<file path="src/pkg/sirq_defines.svh">
// Offsets, field positions, reset values and frame counts for serial irq host.
`ifndef SIRQ_DEFINES_SVH
`define SIRQ_DEFINES_SVH
`define SIRQ_CTRL_OFFSET     8'h64
`define SIRQ_CTRL_RESET      8'h00
`define SIRQ_CTRL_WMASK      8'hC3
`define SIRQ_CTRL_EN_BIT     7
`define SIRQ_CTRL_CONT_BIT   6
`define SIRQ_CTRL_WIDTH_LSB  0
`define SIRQ_START_W4        4'h4
`define SIRQ_START_W6        4'h6
`define SIRQ_START_W8        4'h8
`define SIRQ_STOP_QUIET      4'h2
`define SIRQ_STOP_CONT       4'h3
`define SIRQ_FRAMES          5'h15
`define SIRQ_FRAME_SMI       2
`define SIRQ_FRAME_CHK       16
`define SIRQ_FRAME_PCI       17
`define SIRQ_LVL_RESET       21'h1F_0004
`define SIRQ_ISA_IGNORE      16'h2105
`define SIRQ_SAMPLE_DELAY    3
`define SIRQ_WAIT_GUARD      4'h3
`endif

</file>
<file path="src/pkg/sirq_pkg.sv">
// Types shared by the serial irq host.
package sirq_pkg;
  typedef enum logic [6:0] {
    SIRQ_IDLE  = 7'b000_0001,
    SIRQ_START = 7'b000_0010,
    SIRQ_DATA  = 7'b000_0100,
    SIRQ_STOP  = 7'b000_1000,
    SIRQ_RCV   = 7'b001_0000,
    SIRQ_TURN  = 7'b010_0000,
    SIRQ_WAIT  = 7'b100_0000
  } sirq_state_e;
  typedef logic [7:0] sirq_byte_t;
endpackage

</file>
<file path="src/rtl/sirq_host.sv">
// Serial interrupt line host: start, data sampling and stop frames.
`timescale 1ns/10ps
`include "sirq_defines.svh"
module sirq_host
  import sirq_pkg::*;
(
  input  wire logic               sys_clk,                // 20 MHz clock
  input  wire logic               rst,                    // Sync reset
  input  wire logic [7:0]         cfg_addr,               // Config offset
  input  wire logic               cfg_wr,                 // Config write
  input  wire sirq_pkg::sirq_byte_t cfg_wdata,            // Write data
  output sirq_pkg::sirq_byte_t    cfg_rdata_q,            // Read data
  input  wire logic               serial_irq_line_in,     // Line level
  output logic                    serial_irq_line_out_q,  // Line drive
  output logic                    serial_irq_line_oe_n_q, // Drive enable
  input  wire logic [3:0]         pci_int_n,              // PCI int pins
  input  wire logic [1:0]         ide_irq_in,             // ISA 14/15 pins
  input  wire logic               smi_status_clr,         // Clear status
  output logic [15:0]             isa_irq_q,              // ISA levels
  output logic [3:0]              pci_irq_route_q,        // Routes, low
  output logic                    system_mgmt_interrupt_n_q, // SMI, low
  output logic                    serial_smi_status_q,    // Sticky status
  output logic                    io_channel_check_frame_q, // Check active
  output logic [1:0]              bmide_irq_q             // IDE interrupts
);
  import sirq_pkg::*;

  sirq_state_e st_q, st_d;
  logic [3:0]  cnt_q, cnt_d;
  logic [4:0]  fr_q, fr_d;
  logic [1:0]  ph_q, ph_d;
  logic        hs_q, hs_d;
  logic        cont_q, cont_d;
  logic [7:0]  ctrl_q;
  logic        line_s1_q, line_s2_q;
  logic [3:0]  pci_s1_q, pci_s2_q;
  logic [1:0]  ide_s1_q, ide_s2_q;
  logic [2:0]  samp_v_q;
  logic [4:0]  samp_i_q [3];
  logic [20:0] lvl_q;

  function automatic logic [3:0] start_len(input logic [1:0] sel);
    case (sel)
      2'b00:   start_len = `SIRQ_START_W4;
      2'b01:   start_len = `SIRQ_START_W6;
      default: start_len = `SIRQ_START_W8;
    endcase
  endfunction

  wire        en       = ctrl_q[`SIRQ_CTRL_EN_BIT];
  wire [3:0]  st_len   = start_len(ctrl_q[`SIRQ_CTRL_WIDTH_LSB +: 2]);
  wire [3:0]  st_need  = hs_q ? st_len : st_len - 4'h1;
  wire [3:0]  sp_need  = cont_q ? `SIRQ_STOP_CONT : `SIRQ_STOP_QUIET;
  wire        drv_low  = (st_q == SIRQ_START) || (st_q == SIRQ_STOP);
  wire        drv_high = (st_q == SIRQ_RCV) ||
                         ((st_q == SIRQ_DATA) && {fr_q, ph_q} == 7'h0);
  wire        samp_now = (st_q == SIRQ_DATA) && (ph_q == 2'd2);
  wire        cap_v    = samp_v_q[2];
  wire [4:0]  cap_i    = samp_i_q[2];
  wire        cfg_hit  = cfg_addr == `SIRQ_CTRL_OFFSET;
  wire        smi_set  = cap_v && (cap_i == 5'(`SIRQ_FRAME_SMI)) &&
                         !line_s2_q;

  always_comb begin
    st_d   = st_q;
    cnt_d  = cnt_q;
    fr_d   = fr_q;
    ph_d   = ph_q;
    hs_d   = hs_q;
    cont_d = cont_q;
    case (st_q)
      SIRQ_IDLE: begin
        if (en) begin
          st_d   = SIRQ_START;
          cnt_d  = 4'h0;
          hs_d   = 1'b1;
          cont_d = 1'b1;
        end
      end
      SIRQ_START: begin
        if (cnt_q == st_need - 4'h1) begin
          st_d = SIRQ_DATA;
          ph_d = 2'd0;
          fr_d = 5'h0;
        end else begin
          cnt_d = cnt_q + 4'h1;
        end
      end
      SIRQ_DATA: begin
        ph_d = (ph_q == 2'd2) ? 2'd0 : ph_q + 2'd1;
        if (ph_q == 2'd2) begin
          fr_d = fr_q + 5'h1;
        end
        if ((ph_q == 2'd1) && (fr_q == `SIRQ_FRAMES)) begin
          st_d   = SIRQ_STOP;
          cnt_d  = 4'h0;
          cont_d = ctrl_q[`SIRQ_CTRL_CONT_BIT];
        end
      end
      SIRQ_STOP: begin
        if (cnt_q == sp_need - 4'h1) begin
          st_d = SIRQ_RCV;
        end else begin
          cnt_d = cnt_q + 4'h1;
        end
      end
      SIRQ_RCV: begin
        st_d = SIRQ_TURN;
      end
      SIRQ_TURN: begin
        cnt_d = 4'h0;
        hs_d  = 1'b1;
        st_d  = cont_q ? SIRQ_START : SIRQ_WAIT;
      end
      SIRQ_WAIT: begin
        // The synchroniser still holds our own stop frame for a few clocks.
        if (cnt_q != `SIRQ_WAIT_GUARD) begin
          cnt_d = cnt_q + 4'h1;
        end else if (!line_s2_q) begin
          st_d  = SIRQ_START;
          cnt_d = 4'h0;
          hs_d  = 1'b0;
        end
      end
      default: begin
        st_d = SIRQ_IDLE;
      end
    endcase
    if (!en) begin
      st_d = SIRQ_IDLE;
    end
  end

  always_ff @(posedge sys_clk) begin
    if (rst) begin
      st_q   <= SIRQ_IDLE;
      cnt_q  <= 4'h0;
      fr_q   <= 5'h0;
      ph_q   <= 2'd0;
      hs_q   <= 1'b1;
      cont_q <= 1'b1;
    end else begin
      st_q   <= st_d;
      cnt_q  <= cnt_d;
      fr_q   <= fr_d;
      ph_q   <= ph_d;
      hs_q   <= hs_d;
      cont_q <= cont_d;
    end
  end

  always_ff @(posedge sys_clk) begin
    if (rst) begin
      line_s1_q <= 1'b1;
      line_s2_q <= 1'b1;
      pci_s1_q  <= 4'hF;
      pci_s2_q  <= 4'hF;
      ide_s1_q  <= 2'h0;
      ide_s2_q  <= 2'h0;
    end else begin
      line_s1_q <= serial_irq_line_in;
      line_s2_q <= line_s1_q;
      pci_s1_q  <= pci_int_n;
      pci_s2_q  <= pci_s1_q;
      ide_s1_q  <= ide_irq_in;
      ide_s2_q  <= ide_s1_q;
    end
  end

  // The pin is registered and the input passes two flops, so a sample
  // phase shows at the second synchroniser stage three clocks later.
  always_ff @(posedge sys_clk) begin
    if (rst) begin
      samp_v_q    <= 3'h0;
      samp_i_q[0] <= 5'h0;
      samp_i_q[1] <= 5'h0;
      samp_i_q[2] <= 5'h0;
    end else begin
      samp_v_q    <= {samp_v_q[1:0], samp_now};
      samp_i_q[0] <= fr_q;
      samp_i_q[1] <= samp_i_q[0];
      samp_i_q[2] <= samp_i_q[1];
    end
  end

  always_ff @(posedge sys_clk) begin
    if (rst) begin
      lvl_q <= `SIRQ_LVL_RESET;
    end else if (cap_v && (cap_i < `SIRQ_FRAMES)) begin
      lvl_q[cap_i] <= line_s2_q;
    end
  end

  always_ff @(posedge sys_clk) begin
    if (rst) begin
      serial_irq_line_out_q  <= 1'b1;
      serial_irq_line_oe_n_q <= 1'b1;
    end else begin
      serial_irq_line_out_q  <= !drv_low;
      serial_irq_line_oe_n_q <= !(drv_low || drv_high);
    end
  end

  always_ff @(posedge sys_clk) begin
    if (rst) begin
      isa_irq_q                 <= 16'h0000;
      pci_irq_route_q           <= 4'hF;
      system_mgmt_interrupt_n_q <= 1'b1;
      io_channel_check_frame_q  <= 1'b0;
      bmide_irq_q               <= 2'h0;
    end else begin
      isa_irq_q <= lvl_q[15:0] & ~`SIRQ_ISA_IGNORE;
      pci_irq_route_q <= lvl_q[`SIRQ_FRAME_PCI +: 4] & pci_s2_q;
      system_mgmt_interrupt_n_q <= lvl_q[`SIRQ_FRAME_SMI];
      io_channel_check_frame_q  <= !lvl_q[`SIRQ_FRAME_CHK];
      bmide_irq_q <= ide_s2_q;
    end
  end

  // A frame that lands in the cycle of a clear keeps the flag set.
  always_ff @(posedge sys_clk) begin
    if (rst) begin
      serial_smi_status_q <= 1'b0;
    end else if (smi_set) begin
      serial_smi_status_q <= 1'b1;
    end else if (smi_status_clr) begin
      serial_smi_status_q <= 1'b0;
    end
  end

  always_ff @(posedge sys_clk) begin
    if (rst) begin
      ctrl_q      <= `SIRQ_CTRL_RESET;
      cfg_rdata_q <= 8'h00;
    end else begin
      if (cfg_wr && cfg_hit) begin
        ctrl_q <= cfg_wdata & `SIRQ_CTRL_WMASK;
      end
      cfg_rdata_q <= cfg_hit ? ctrl_q : 8'h00;
    end
  end

  logic [3:0] lowrun_q;
  always_ff @(posedge sys_clk) begin
    if (rst) begin
      lowrun_q <= 4'h0;
    end else if (!serial_irq_line_oe_n_q && !serial_irq_line_out_q) begin
      lowrun_q <= lowrun_q + 4'h1;
    end else begin
      lowrun_q <= 4'h0;
    end
  end

  property p_high_then_release;
    @(posedge sys_clk) disable iff (rst)
    ($rose(serial_irq_line_out_q) && !serial_irq_line_oe_n_q)
      |=> serial_irq_line_oe_n_q;
  endproperty
  a_high_then_release: assert property (p_high_then_release)
    else $error("line not released after high drive");

  property p_start_width;
    @(posedge sys_clk) disable iff (rst)
    (st_q == SIRQ_DATA && ph_q == 2'd1 && fr_q == 5'h0)
      |-> lowrun_q == (hs_q ? st_len : st_len - 4'h1);
  endproperty
  a_start_width: assert property (p_start_width)
    else $error("start frame width wrong");

  property p_stop_width;
    @(posedge sys_clk) disable iff (rst)
    (st_q == SIRQ_TURN) |-> lowrun_q == sp_need;
  endproperty
  a_stop_width: assert property (p_stop_width)
    else $error("stop frame width wrong");

  property p_cont_restart;
    @(posedge sys_clk) disable iff (rst)
    (st_q == SIRQ_TURN && cont_q && en) |=> st_q == SIRQ_START && hs_q;
  endproperty
  a_cont_restart: assert property (p_cont_restart)
    else $error("continuous mode did not restart");

  property p_enable_cont;
    @(posedge sys_clk) disable iff (rst)
    (st_q == SIRQ_IDLE && en) |=> st_q == SIRQ_START && hs_q ##1 cont_q;
  endproperty
  a_enable_cont: assert property (p_enable_cont)
    else $error("enable did not start continuous mode");

  property p_turn_released;
    @(posedge sys_clk) disable iff (rst)
    (samp_now && fr_q != 5'h0) |-> $past(ph_q, 1) == 2'd1 &&
      $past(ph_q, 2) == 2'd0 ##1 serial_irq_line_oe_n_q [*2];
  endproperty
  a_turn_released: assert property (p_turn_released)
    else $error("data frame phases broken");

  property p_ignored_isa;
    @(posedge sys_clk) disable iff (rst)
    (isa_irq_q & `SIRQ_ISA_IGNORE) == 16'h0000;
  endproperty
  a_ignored_isa: assert property (p_ignored_isa)
    else $error("ignored frame reached isa output");

  property p_pci_and;
    @(posedge sys_clk) disable iff (rst)
    (!pci_s2_q[0]) |=> !pci_irq_route_q[0];
  endproperty
  a_pci_and: assert property (p_pci_and)
    else $error("pci input not ANDed into route");

  property p_smi_frame;
    @(posedge sys_clk) disable iff (rst)
    smi_set |=> serial_smi_status_q ##1 !system_mgmt_interrupt_n_q;
  endproperty
  a_smi_frame: assert property (p_smi_frame)
    else $error("management frame not acted on");

endmodule // sirq_host

</file>
<file path="config.mk">
export PLATFORM = sky130hd
export DESIGN_NAME = sirq_host
export DESIGN_NICKNAME = d
export VERILOG_FILES = /design/src/pkg/sirq_pkg.sv /design/src/rtl/sirq_host.sv
export VERILOG_INCLUDE_DIRS = /design/src /design/src/pkg
export SDC_FILE = /design/constraint.sdc
export NUM_CORES = 1
export LEC_CHECK = 0
export BUFFER_PORTS_ARGS = -buffer_cell sky130_fd_sc_hd__buf_2
export CELL_PAD_IN_SITES_DETAIL_PLACEMENT = 1
export CELL_PAD_IN_SITES_GLOBAL_PLACEMENT = 2
export CORE_ASPECT_RATIO = 0.6
export CORE_MARGIN = 1
export CORE_UTILIZATION = 31
export DETAILED_ROUTE_END_ITERATION = 16
export GPL_ROUTABILITY_DRIVEN = 0
export PLACE_DENSITY = 0.78
export SYNTH_ARGS = -nofsm -noshare
export SYNTH_HDL_FRONTEND = slang
export SYNTH_SLANG_ARGS = --single-unit
</file>
<file path="constraint.sdc">
create_clock -name sys_clk -period 1.8 [get_ports sys_clk]
set_input_delay 0.36 -clock sys_clk [delete_from_list [all_inputs] [get_ports sys_clk]]
set_output_delay 0.36 -clock sys_clk [all_outputs]
set_load 0.01 [all_outputs]
</file>
=== Yosys cells after proc, flatten, opt, wreduce, memory -nomap -nowiden ===
Memories as Yosys holds them, arrays and structs flattened.
Cells that the tools add are included.

* Bits in read-only memories: 0
* RAM bits: 15
* Memories: 1
* Latch bits: 0
* Bits of input ports: 27
* Register bits after elaboration: 93

{| class="wikitable"
|+ Memories
! memory !! words !! width !! rd ports !! clocked after memory_dff !! wr ports !! RTL line !! RTL
|-
| samp_i_q || 3 || 5 || 3 || 0 || 3 || sirq_host.sv:39 || <nowiki>logic [4:0] samp_i_q [3];</nowiki>
|}

* Shift operators: 0
* Bitwise gates (word level): 6
* Mux-type cells: 40
* Equal/unequal tests: 26
* Order comparisons: 3
* Divide/modulo/power cells: 0
* $mul: 0
* Reductions and logical operators: 30
* Add/sub/neg operators: 6

{| class="wikitable"
|+ Operators with widths
! operator !! number
|-
| 7-bit one-hot mux with 7 select lines || 1
|-
| 7-bit two-way mux || 6
|-
| 4-bit two-way mux || 7
|-
| 5-bit two-way mux || 5
|-
| 4-bit one-hot mux with 6 select lines || 1
|-
| 21-bit bitwise mux || 1
|-
| 1-bit two-way mux || 11
|-
| 2-bit inequality test (second input constant) || 5
|-
| 5-bit one-hot mux with 2 select lines || 1
|-
| 4-bit == test || 2
|-
| 8-bit by 7-bit == test with 1-bit output (second input constant) || 1
|-
| 1-bit logical AND || 8
|-
| 2-bit by 1-bit inequality test with 1-bit output (second input constant) || 4
|-
| 4-bit one-hot mux with 2 select lines || 1
|-
| 4-bit by 1-bit subtractor with 4-bit output (second input constant) || 2
|-
| 7-bit by 1-bit == test with 1-bit output (second input constant) || 1
|-
| 7-bit by 2-bit == test with 1-bit output (second input constant) || 1
|-
| 7-bit by 3-bit == test with 1-bit output (second input constant) || 1
|-
| 7-bit by 4-bit == test with 1-bit output (second input constant) || 1
|-
| 7-bit by 5-bit == test with 1-bit output (second input constant) || 1
|-
| 7-bit by 6-bit == test with 1-bit output (second input constant) || 1
|-
| 7-bit == test (second input constant) || 1
|-
| 7-bit logical NOT || 1
|-
| 5-bit by 6-bit less-than comparator with 1-bit output (second input constant) || 1
|-
| 32 further kinds || 46
|}

=== Depth between registers and ports, before layout ===
Gate-level depths: netlist of run 1.

* Depth in word-level cells: 8
* Mapped depth: 8

=== Least setup slack after synthesis of run 1 ===
OpenSTA, ideal clock, no wires.

* Path type: reg2reg
* Start point: reg st_q[2]
* End point: reg cnt_q[3]
* Cell stages (with the launch flop): 8
* Arrival: 1.849 ns
* Required time: 1.730 ns
* Library setup time: 0.070 ns
* Path slack: -0.119 ns
* Buffers on the path: 1
* Clock period less this slack: 1.919 ns
* Path through: dfxtp_1 clkbuf_1 or4_4 nor3_2 o21bai_2 nand4b_4 or3_1 a21oi_1

* Cells in the longest elaborated chain, start to end: 3
* Elaborated cells on any way between the ends: 14
* Those cells by class: eq/ne: 11; mux: 1; reduce/logical: 2

{| class="wikitable"
|+ Ends and longest elaborated chain
! element !! RTL line !! RTL
|-
| start: declaration || sirq_host.sv:28 || <nowiki>sirq_state_e st_q, st_d;</nowiki>
|-
| start signal: assignment || sirq_host.sv:143 || <nowiki>st_q <= st_d;</nowiki>
|-
| 7-bit by 2-bit == test with 1-bit output (tied with other cells) || sirq_host.sv:71 || <nowiki>case (st_q)</nowiki>
|-
| 6-bit nonzero test (no line) (tied with other cells) || - ||
|-
| 6-bit AND reduction (no line) || - ||
|-
| end signal: assignment || sirq_host.sv:144 || <nowiki>cnt_q <= cnt_d;</nowiki>
|-
| end: declaration || sirq_host.sv:29 || <nowiki>logic [3:0] cnt_q, cnt_d;</nowiki>
|}

Several ways; a longest one is shown, not always the timed one.
A chain may end at the register's enable or synchronous reset.

=== Worst setup path in the final report of run 1 ===
* Start point: reg st_q[5]
* End point: reg cnt_q[3]

The elaborated chain is that of the path after synthesis.

==> results of run 1 <==
## worst reg2reg max path, delay by kind of cell, from the launching register on
kind                   cells  cell delay (ns)
DFF                        1             0.34
AOI/OAI and AO/OA          3             0.42
and+or+nand+nor            3             0.97
buffers and inverters      1             0.16
## metrics by stage
| step | power, uW | util | hold WS, ns |
|---|---|---|---|
| after detailed placement | 2410 | 0.389 | 0.399 |
| final | 4370 | 0.439 | 0.196 |
| after global placement | 2410 | 0.389 | 0.393 |
| after floorplan | 2380 | - | 0.389 |
| after CTS | 4450 | 0.422 | 0.183 |
| after global routing | 4540 | 0.439 | 0.195 |
## worst max path at each step
stage	start	endpoint	slack, ns	cells past startpoint
after floorplan	st_q[2]	cnt_q[3]	-0.04	7
after global placement	cnt_q[1]	st_q[3]	-0.15	7
after detailed placement	cnt_q[1]	st_q[3]	-0.25	7
after CTS	st_q[0]	cnt_q[3]	-0.15	6
after global routing	st_q[5]	cnt_q[3]	-0.23	7
final	st_q[5]	cnt_q[3]	-0.14	7
## kinds of logic (layout without fill, tap and decap cells)
kind of cell,Yosys count,after routing,synth area share
compound gates,60,60,0.0978
xor+xnor,7,7,0.0158
fa+ha+maj,4,4,0.0129
buf+inv,37,145,0.0434
flops,101,101,0.520
mux,10,10,0.0257
other cells,1,8,0.000964
simple gates,199,199,0.284
## power by group
part / switching, uW / internal, uW / total (uW)
sequential: 4.93 / 2250 / 2250
combinational: 64.7 / 42.2 / 107
clock: 879 / 1130 / 2010
## repair_timing
item	CTS	global route
setup buffers	5	7
gates resized for setup	16	36
hold buffers	0	0
setup endpoints to repair	13	17
pin swaps	5	13
## layout make-up
class / count / area (sq um) / area share
clock inverters: 5 / 66.3 / 0.0124
well taps: 165 / 206 / 0.0387
flip-flops and latches: 101 / 2040 / 0.383
inverters: 8 / 30.0 / 0.00563
repair buffers: 121 / 817 / 0.153
clock buffers: 11 / 243 / 0.0455
multi-input cells: 288 / 1930 / 0.362
## routing by layer
| layer | GRT usage | part of all wire |
|---|---|---|
| met1 | 0.240 | 0.52 |
| met2 | 0.246 | 0.43 |
| met3 | 0.0397 | 0.043 |
| met4 | 0.0483 | 0.015 |
| met5 | 0 | 0 |
## state kept, by name, indices dropped and copies added, names as in the netlist, 2 cells and up
name / cells
pci_s2_q: 4
cnt_q: 4
st_q: 7
samp_v_q: 3
ide_s2_q: 2
isa_irq_q: 12
ctrl_q: 4
lvl_q: 18
bmide_irq_q: 2
pci_s1_q: 4
ph_q: 2
samp_i_q: 15
ide_s1_q: 2
fr_q: 5
cfg_rdata_q: 4
pci_irq_route_q: 4
## cells in the final DEF (no fill, tap or decap), types with 4 or more instances in the layout
master / count
conb_1: 8
clkbuf_16: 9
a21oi_1: 17
buf_6: 5
nand2_1: 32
xor2_1: 5
dfxtp_2: 8
and2_1: 5
or2_2: 12
or3_1: 6
buf_4: 66
nor2b_1: 37
and3_1: 4
o21ai_0: 9
dfxtp_1: 91
nand4_1: 4
buf_2: 49
nor3_1: 10
nand3_1: 16
nor2_1: 34
inv_1: 6
nor4b_1: 4
nand2b_1: 6
mux2i_1: 10
==> qor.txt, run 1 <==
Via density: 4.74
WP data required: 2.09 ns
Dpl ws: -0.249 ns
Failing checks: negative setup slack
Post-DR wirelength/cell: 15.4 um
CP bufs+invs: 1
Skew final: 0.00764 ns
Critical Path Start Type: register
Synthesis warning total: 0
Top-count cell post-synth: dfxtp_1
Initial antenna violation count: 0
CTS clk-pin slew, worst paths: 0.07 ns
CP top delay family: simple AND/OR/NAND/NOR gates
Synth top area share: 0.520
Diodes inserted: 0
Mapped Cells: 419
DRT iter0 DRCs: 174
Pwr/cell area: 820 mW/mm^2
CTS root buf: clkbuf_16
Worst-path cell chain: buf_4 -> nor4b_1 -> a211oi_2 -> o21bai_4 -> nand4b_4 -> or3_4 -> a21oi_2
HP Start: pci_int_n[3]
CORE AREA: 0.0121 sq mm
I/O pin count: 62
Final hold viol count: 0
Status: finished, violations left
#FFs+latches synth: 101
Reg2Reg Depth: 7
Min-Delay Path Depth: 2
Setup TNS: -0.632 ns
Overflow after GRT: 0
Largest net degree at the start of global routing: 85
CP max FO: 7
MaxCap Viol Count: 0
Clk sinks: 101
First-pass GRT wire length: 16700 um
Largest stage delay, worst path: 0.42 ns
Yosys top cell by area: dfxtp_1
Layout cells sized above 1: 0.361
Die ar.: 0.0130 sq mm
Via count: 3311
Final nets: 560
FF-to-FF setup slack: -0.14 ns
Area contributors post-synth: dfxtp_1, nor2b_1, nor2_1, nand2_1, a21oi_1
Post-layout min period: 1.94 ns
Worst Hold End: pci_s1_q[3]
Maximum clock insertion buffer count: 2
Commonest cells in the netlist: dfxtp_1, nor2b_1, nor2_1, nand2_1
Maximum clock frequency: 514 MHz
Placed cell areas: 0.00472 sq mm
Worst flop-to-flop path endpoint: cnt_q[3]
Worst Hold Class: input pin to register
Static leakage: 0.00218 uW
Crit Path Class: register to register
HPWL after DPL: 7410 um
1st-pass router iterations: 4
Area grow syn2layout: 37.0%
Slew Viols, Final: 0
Post-route ant nets: 0
Mapped cell area: 0.00389 sq mm
Layout Cells excl Fill: 699
Filler cell count: 1431
Initial core utilization: 0.321
Register area share after synthesis: 0.520
Tcrit/Tclk final: 1.08
Mean Syn Cell Area: 9.29 sq um
# setup viols final: 8
Finished Cell Area: 0.00533 sq mm
Vias in the first global route: 3259
Residual DRC count: 0
Peak VDD IR: 0.487 mV
Prevailing post-synth register cell: dfxtp_1
Die H: 88.8 um
Port bufs: 49
FP Rows: 31
WL final: 10800 um
RR Startpoint: st_q[5]
Die X-Extent: 147 um
EDFF count, synth: 0
CP max-delay cell: nor4b_1
TritonCTS clock tree: done
Ys async rst share: 0
Synth unique cells: 55
Placed Cells: 671
Worst setup EP type: register
WP data arrival: 2.23 ns
Clock latency on the worst-skew pair: 0.35 ns
H-tree lvl count: 3
RSZ-0062 raised after global routing: true
GRT Overall Usage: 0.167
Num CTS Buffers: 9
Final WS setup: -0.144 ns
(Power assumes the default switching activity.)
==> inputs of run 2 (changes only) <==
- RECOVER_POWER: default -> 25
==> run 2 against run 1 <==
Net effect: the run still ends with negative setup slack left; flip-flop and latch count stayed put; clock-buffer cell count stayed put; power hardly changed; routed wire length hardly changed; critical path depth stayed put; sequential share of layout area hardly changed; design area hardly changed; register-to-register slack hardly changed; setup slack better by 0.0062 ns.
==> qor.txt, run 2 (same netlist as run 1, synthesis figures left out) <==
Static leakage: 0.00218 uW (-0.29%)
First-pass GRT wire length: 16700 um (unchanged)
Largest net degree at the start of global routing: 85 (unchanged)
Residual DRC count: 0 (unchanged)
Initial antenna violation count: 0 (unchanged)
Port bufs: 49 (unchanged)
WL final: 10800 um (about the same)
Final nets: 560 (unchanged)
MaxCap Viol Count: 0 (unchanged)
RSZ-0062 raised after global routing: true
Final WS setup: -0.138 ns (+0.00619 ns)
Pwr/cell area: 821 mW/mm^2 (about the same)
HPWL after DPL: 7410 um (unchanged)
WP data required: 2.09 ns (about the same)
Post-DR wirelength/cell: 15.4 um (about the same)
CTS clk-pin slew, worst paths: 0.07 ns (about the same)
Failing checks: negative setup slack
CORE AREA: 0.0121 sq mm (unchanged)
Die X-Extent: 147 um (unchanged)
GRT met2 Usage: 0.246 (unchanged)
Via density: 4.73 (-0.15%)
Area grow syn2layout: 36.9% (about the same)
Diodes inserted: 0 (unchanged)
WP data arrival: 2.22 ns (about the same)
Initial core utilization: 0.321 (unchanged)
DRT iter0 DRCs: 150 (-14%)
FF-to-FF setup slack: -0.14 ns (about the same)
Crit Path Class: register to register
Status: finished, violations left
Layout cells sized above 1: 0.358 (-0.00375)
Num CTS Buffers: 9 (unchanged)
Skew final: 0.00769 ns (+0.0000471 ns)
Dpl ws: -0.249 ns (unchanged)
Via count: 3306 (-0.15%)
Critical Path Start Type: register
Biggest regs: lvl_q x18, samp_i_q x15, isa_irq_q x12
Tcrit/Tclk final: 1.08 (-0.00344)
Commonest non-fill, non-tap cell in the layout: dfxtp_1
1st-pass router iterations: 4 (unchanged)
I/O pin count: 62 (unchanged)
Post-layout min period: 1.94 ns (-0.00619 ns)
Maximum clock frequency: 516 MHz (+0.32%)
Clk sinks: 101 (unchanged)
Peak VDD IR: 0.488 mV (about the same)
Largest register by flop count: lvl_q
Worst Hold Class: input pin to register
Overflow after GRT: 0 (unchanged)
CP max FO: 7 (unchanged)
Final hold viol count: 0 (unchanged)
Most frequent cells in the layout: dfxtp_1, buf_4, buf_2
GR peak layer: met2
Clock latency on the worst-skew pair: 0.35 ns (about the same)
Setup TNS: -0.632 ns (-0.000386 ns)
CTS root buf: clkbuf_16
Worst hold slack: 0.197 ns (+0.000230 ns)
FP Rows: 31 (unchanged)
Slew Viols, Final: 0 (unchanged)
Met3 usage: 0.0397 (unchanged)
GR Layer Usage met1: 0.240 (unchanged)
# setup viols final: 8 (unchanged)
Cts hold-fix bufs: 0 (unchanged)
H-tree lvl count: 3 (unchanged)
Die ar.: 0.0130 sq mm (unchanged)
Worst setup EP type: register
Die H: 88.8 um (unchanged)
Max reg flops: 18 (unchanged)
GRT Overall Usage: 0.167 (unchanged)
Vias in the first global route: 3259 (unchanged)
Post-route ant nets: 0 (unchanged)
Maximum clock insertion buffer count: 2 (unchanged)
Final design utilization: 0.439 (about the same)
TritonCTS clock tree: done
-- run 2: cell types whose count changed in the layout (fill, tap and decap cells not counted) --
| cell | change |
|---|---|
| buf_2 | -1 |
| buf_4 | -1 |
| clkbuf_1 | +2 |
-- run 2: final cells by class --
| class | instances | area [sq um] |
|---|---|---|
| Multi-Input combinational cell | 288 | 1930 |
| Inverter | 8 | 30.0 |
| Tap cell | 165 | 206 |
| Clock buffer | 11 | 243 |
| Timing Repair Buffer | 121 | 812 |
| Sequential cell | 101 | 2040 |
| Clock inverter | 5 | 66.3 |
| Fill cell | 1430 | 6810 |
-- run 2: worst paths after layout --
kind,from,to,cells past startpoint
worst min-delay path,pci_int_n[3],pci_s1_q[3],2
worst max-delay path,st_q[5],cnt_q[3],7
worst max register to register,st_q[5],cnt_q[3],7
worst min register to register,lvl_q[16],io_channel_check_frame_q,1
-- run 2: what timing repair did --
item | CTS | global route
setup endpoints to repair | 13 | 17
resized for setup | 16 | 36
pin swaps | 5 | 13
endpoints found under the hold margin | 0 | 0
buffers inserted | 5 | 7
-- run 2: per-layer routing --
layer,wire (um),up-vias
met5,0,-
met4,158,0
met3,424,14
met2,4610,59
met1,5570,1576
li1,-,1657
-- run 2: metrics by stage --
stage / cells / power [uW] / cell area, sq um
4_1_cts: 692 / 4450 / 5120
3_3_place_gp: 671 / 2410 / 4720
2_1_floorplan: 426 / 2380 / 3960
6_report: 699 / 4370 / 5330
5_1_grt: 699 / 4540 / 5330
3_5_place_dp: 671 / 2410 / 4720
-- run 2: critical path, stage by stage (launching register included) --
cell,delay [ns]
dfxtp_2,0.34
buf_4,0.16
nor4b_1,0.41
a211oi_2,0.13
o21bai_4,0.16
nand4b_4,0.14
or3_4,0.41
a21oi_2,0.13
-- run 2: power by group --
group          switching [uW]  leakage (uW)  total, uW  internal [uW]
Combinational            64.2       0.00121        105           40.8
Sequential               4.93      0.000822       2250           2250
Clock                     879      0.000148       2010           1130
Total                     948       0.00218       4370           3420
==> inputs of run 3 (changes only) <==
- clock period: 1.8 -> 1.7 ns (I/O delays scaled with it)
==> run 3 against run 2 <==
Net effect: the run still ends with negative setup slack left; clock skew down 0.0011 ns; design area shrank 3.4%; largest cell class unchanged; global-route usage shrank 0.26 points; largest power group unchanged; clock-buffer cell count shrank 1; hold slack worse by 0.016 ns; maximum frequency down 2.1%; highest routed layer unchanged; via count down 1.6%; routed wire length decreased by 2.9%; non-clock buffer count down 11; power grew 1.9%; critical path depth down 1.
==> qor.txt, run 3 (same netlist as run 1, synthesis figures left out) <==
Final design utilization: 0.424 (-0.0150)
Worst-path cell chain: or4_4 -> nor3_4 -> o21bai_4 -> nand4b_4 -> or3_1 -> a21oi_1
Die X-Extent: 147 um (unchanged)
CTS clk-pin slew, worst paths: 0.07 ns (about the same)
Worst rel slew slack: 0.404
Static leakage: 0.00209 uW (-3.7%)
Layout cells sized above 1: 0.327 (-0.0307)
CORE AREA: 0.0121 sq mm (unchanged)
Final WS setup: -0.279 ns (-0.141 ns)
I/O pin count: 62 (unchanged)
Port bufs: 49 (unchanged)
Worst setup EP type: register
Peak VDD IR: 0.461 mV (-5.4%)
Largest register by flop count: lvl_q
WL final: 10500 um (-2.9%)
FP Rows: 31 (unchanged)
GRT met2 Usage: 0.237 (-0.00819)
First-pass GRT wire length: 16300 um (-2.2%)
# setup viols final: 14 (+6)
Via count: 3253 (-1.6%)
CP bufs+invs: 0 (-1)
Residual DRC count: 0 (unchanged)
Critical Path Start Type: register
Clk sinks: 101 (unchanged)
Die ar.: 0.0130 sq mm (unchanged)
Met3 usage: 0.0454 (+0.00567)
WP data arrival: 2.23 ns (about the same)
DRT iter0 DRCs: 111 (-26%)
Die H: 88.8 um (unchanged)
H-tree lvl count: 3 (unchanged)
CP max-delay cell: or4_4
WP data required: 1.95 ns (-0.14 ns)
HPWL after DPL: 7530 um (+1.6%)
Final hold viol count: 0 (unchanged)
Num CTS Buffers: 9 (unchanged)
Largest stage delay, worst path: 0.56 ns (+0.15 ns)
Pwr/cell area: 866 mW/mm^2 (+5.6%)
Status: finished, violations left
Failing checks: negative setup slack
Crit Path Class: register to register
Initial core utilization: 0.321 (unchanged)
Clock latency on the worst-skew pair: 0.34 ns (about the same)
CP top delay family: simple AND/OR/NAND/NOR gates
GRT Overall Usage: 0.164 (-0.00256)
MaxCap Viol Count: 0 (unchanged)
Commonest non-fill, non-tap cell in the layout: dfxtp_1
Maximum clock insertion buffer count: 2 (unchanged)
RSZ-0062 raised after global routing: true
Post-layout min period: 1.98 ns (+0.0412 ns)
Vias in the first global route: 3193 (-2.0%)
Post-route ant nets: 0 (unchanged)
Final nets: 549 (-2.0%)
Slew Viols, Final: 0 (unchanged)
Biggest regs: lvl_q x18, samp_i_q x15, isa_irq_q x12
Max reg flops: 18 (unchanged)
Largest net degree at the start of global routing: 85 (unchanged)
Initial antenna violation count: 0 (unchanged)
CTS root buf: clkbuf_16
Actual slew at the worst max-slew pin: 0.894 ns
Area grow syn2layout: 32.2%
TritonCTS clock tree: done
Maximum clock frequency: 505 MHz (-2.1%)
Skew final: 0.00657 ns (-0.00112 ns)
Worst Hold Class: input pin to register
Via density: 4.73 (about the same)
Tcrit/Tclk final: 1.16 (+0.0876)
Post-DR wirelength/cell: 15.2 um (-1.3%)
GR peak layer: met2
Most frequent cells in the layout: dfxtp_1, buf_4, buf_2
Cts hold-fix bufs: 0 (unchanged)
Overflow after GRT: 0 (unchanged)
Worst hold slack: 0.180 ns (-0.0165 ns)
GR Layer Usage met1: 0.236 (-0.00400)
Diodes inserted: 0 (unchanged)
1st-pass router iterations: 4 (unchanged)
CP max FO: 8 (+1)
run 3: cell count changes in the layout (fill, tap and decap cells not counted), moves of 2 or more:
cell | previous run | this run
dfxtp_2 | 8 | 3
dfxtp_1 | 91 | 96
inv_6 | 1 | 4
nor4b_2 | 1 | 3
o22ai_2 | 3 | 1
nor4b_1 | 4 | 2
buf_6 | 5 | 0
buf_4 | 65 | 59
run 3: worst register-to-register path: cells and delay by family, from the launching register on:
kind	cells	cell delay, ns
AND/OR/NAND/NOR	4	1.24
AO/OA/AOI/OAI	2	0.30
flip-flops	1	0.35
run 3: power by group:
| part | leakage (uW) | total, uW | internal, uW | switching (uW) |
|---|---|---|---|---|
| clock network | 0.000134 | 1960 | 1020 | 946 |
| registers | 0.000820 | 2390 | 2380 | 5.75 |
| logic | 0.00114 | 107 | 39.8 | 66.9 |
| total | 0.00209 | 4460 | 3440 | 1020 |
run 3: path summary, 6_finish.rpt:
check / startpoint / endpoint / slack (ns) / cells after the start
setup / recovery: st_q[5] / cnt_q[1] / -0.28 / 6
hold / removal: pci_int_n[3] / pci_s1_q[3] / 0.18 / 2
setup reg to reg: st_q[5] / cnt_q[1] / -0.28 / 6
hold reg to reg: pci_s1_q[2] / pci_s2_q[2] / 0.41 / 1
run 3: per-layer routing:
metal,wire length [um],part of all wire
met5,0,0
met4,97,0.0093
met3,606,0.058
met2,4310,0.41
met1,5450,0.52
run 3: area by class of cell:
cell class / instances / area, sq um
well taps: 165 / 206
inverters: 8 / 30.0
clock inverters: 6 / 51.3
fillers: 1409 / 7000
multi-input cells: 288 / 1900
flip-flops and latches: 101 / 2030
clock buffers: 10 / 229
repair buffers: 110 / 698
run 3: metrics by stage:
stage	total power (uW)	setup TNS, ns	instance area (sq um)	std cells	setup WS (ns)
detailed placement	2560	-2.00	4710	669	-0.256
global placement	2550	-1.58	4710	669	-0.175
floorplan	2520	-0.419	3960	426	-0.103
global route	4600	-3.44	5140	688	-0.347
finish	4460	-1.87	5140	688	-0.279
CTS	4520	-2.13	5060	688	-0.252
run 3: what timing repair did:
item                                    in CTS  in global routing
pin swaps                                    4                  3
endpoints found under the setup margin      17                 21
gates resized for setup                      9                 23
cloned                                       0                  0
buffers inserted                             3                  0
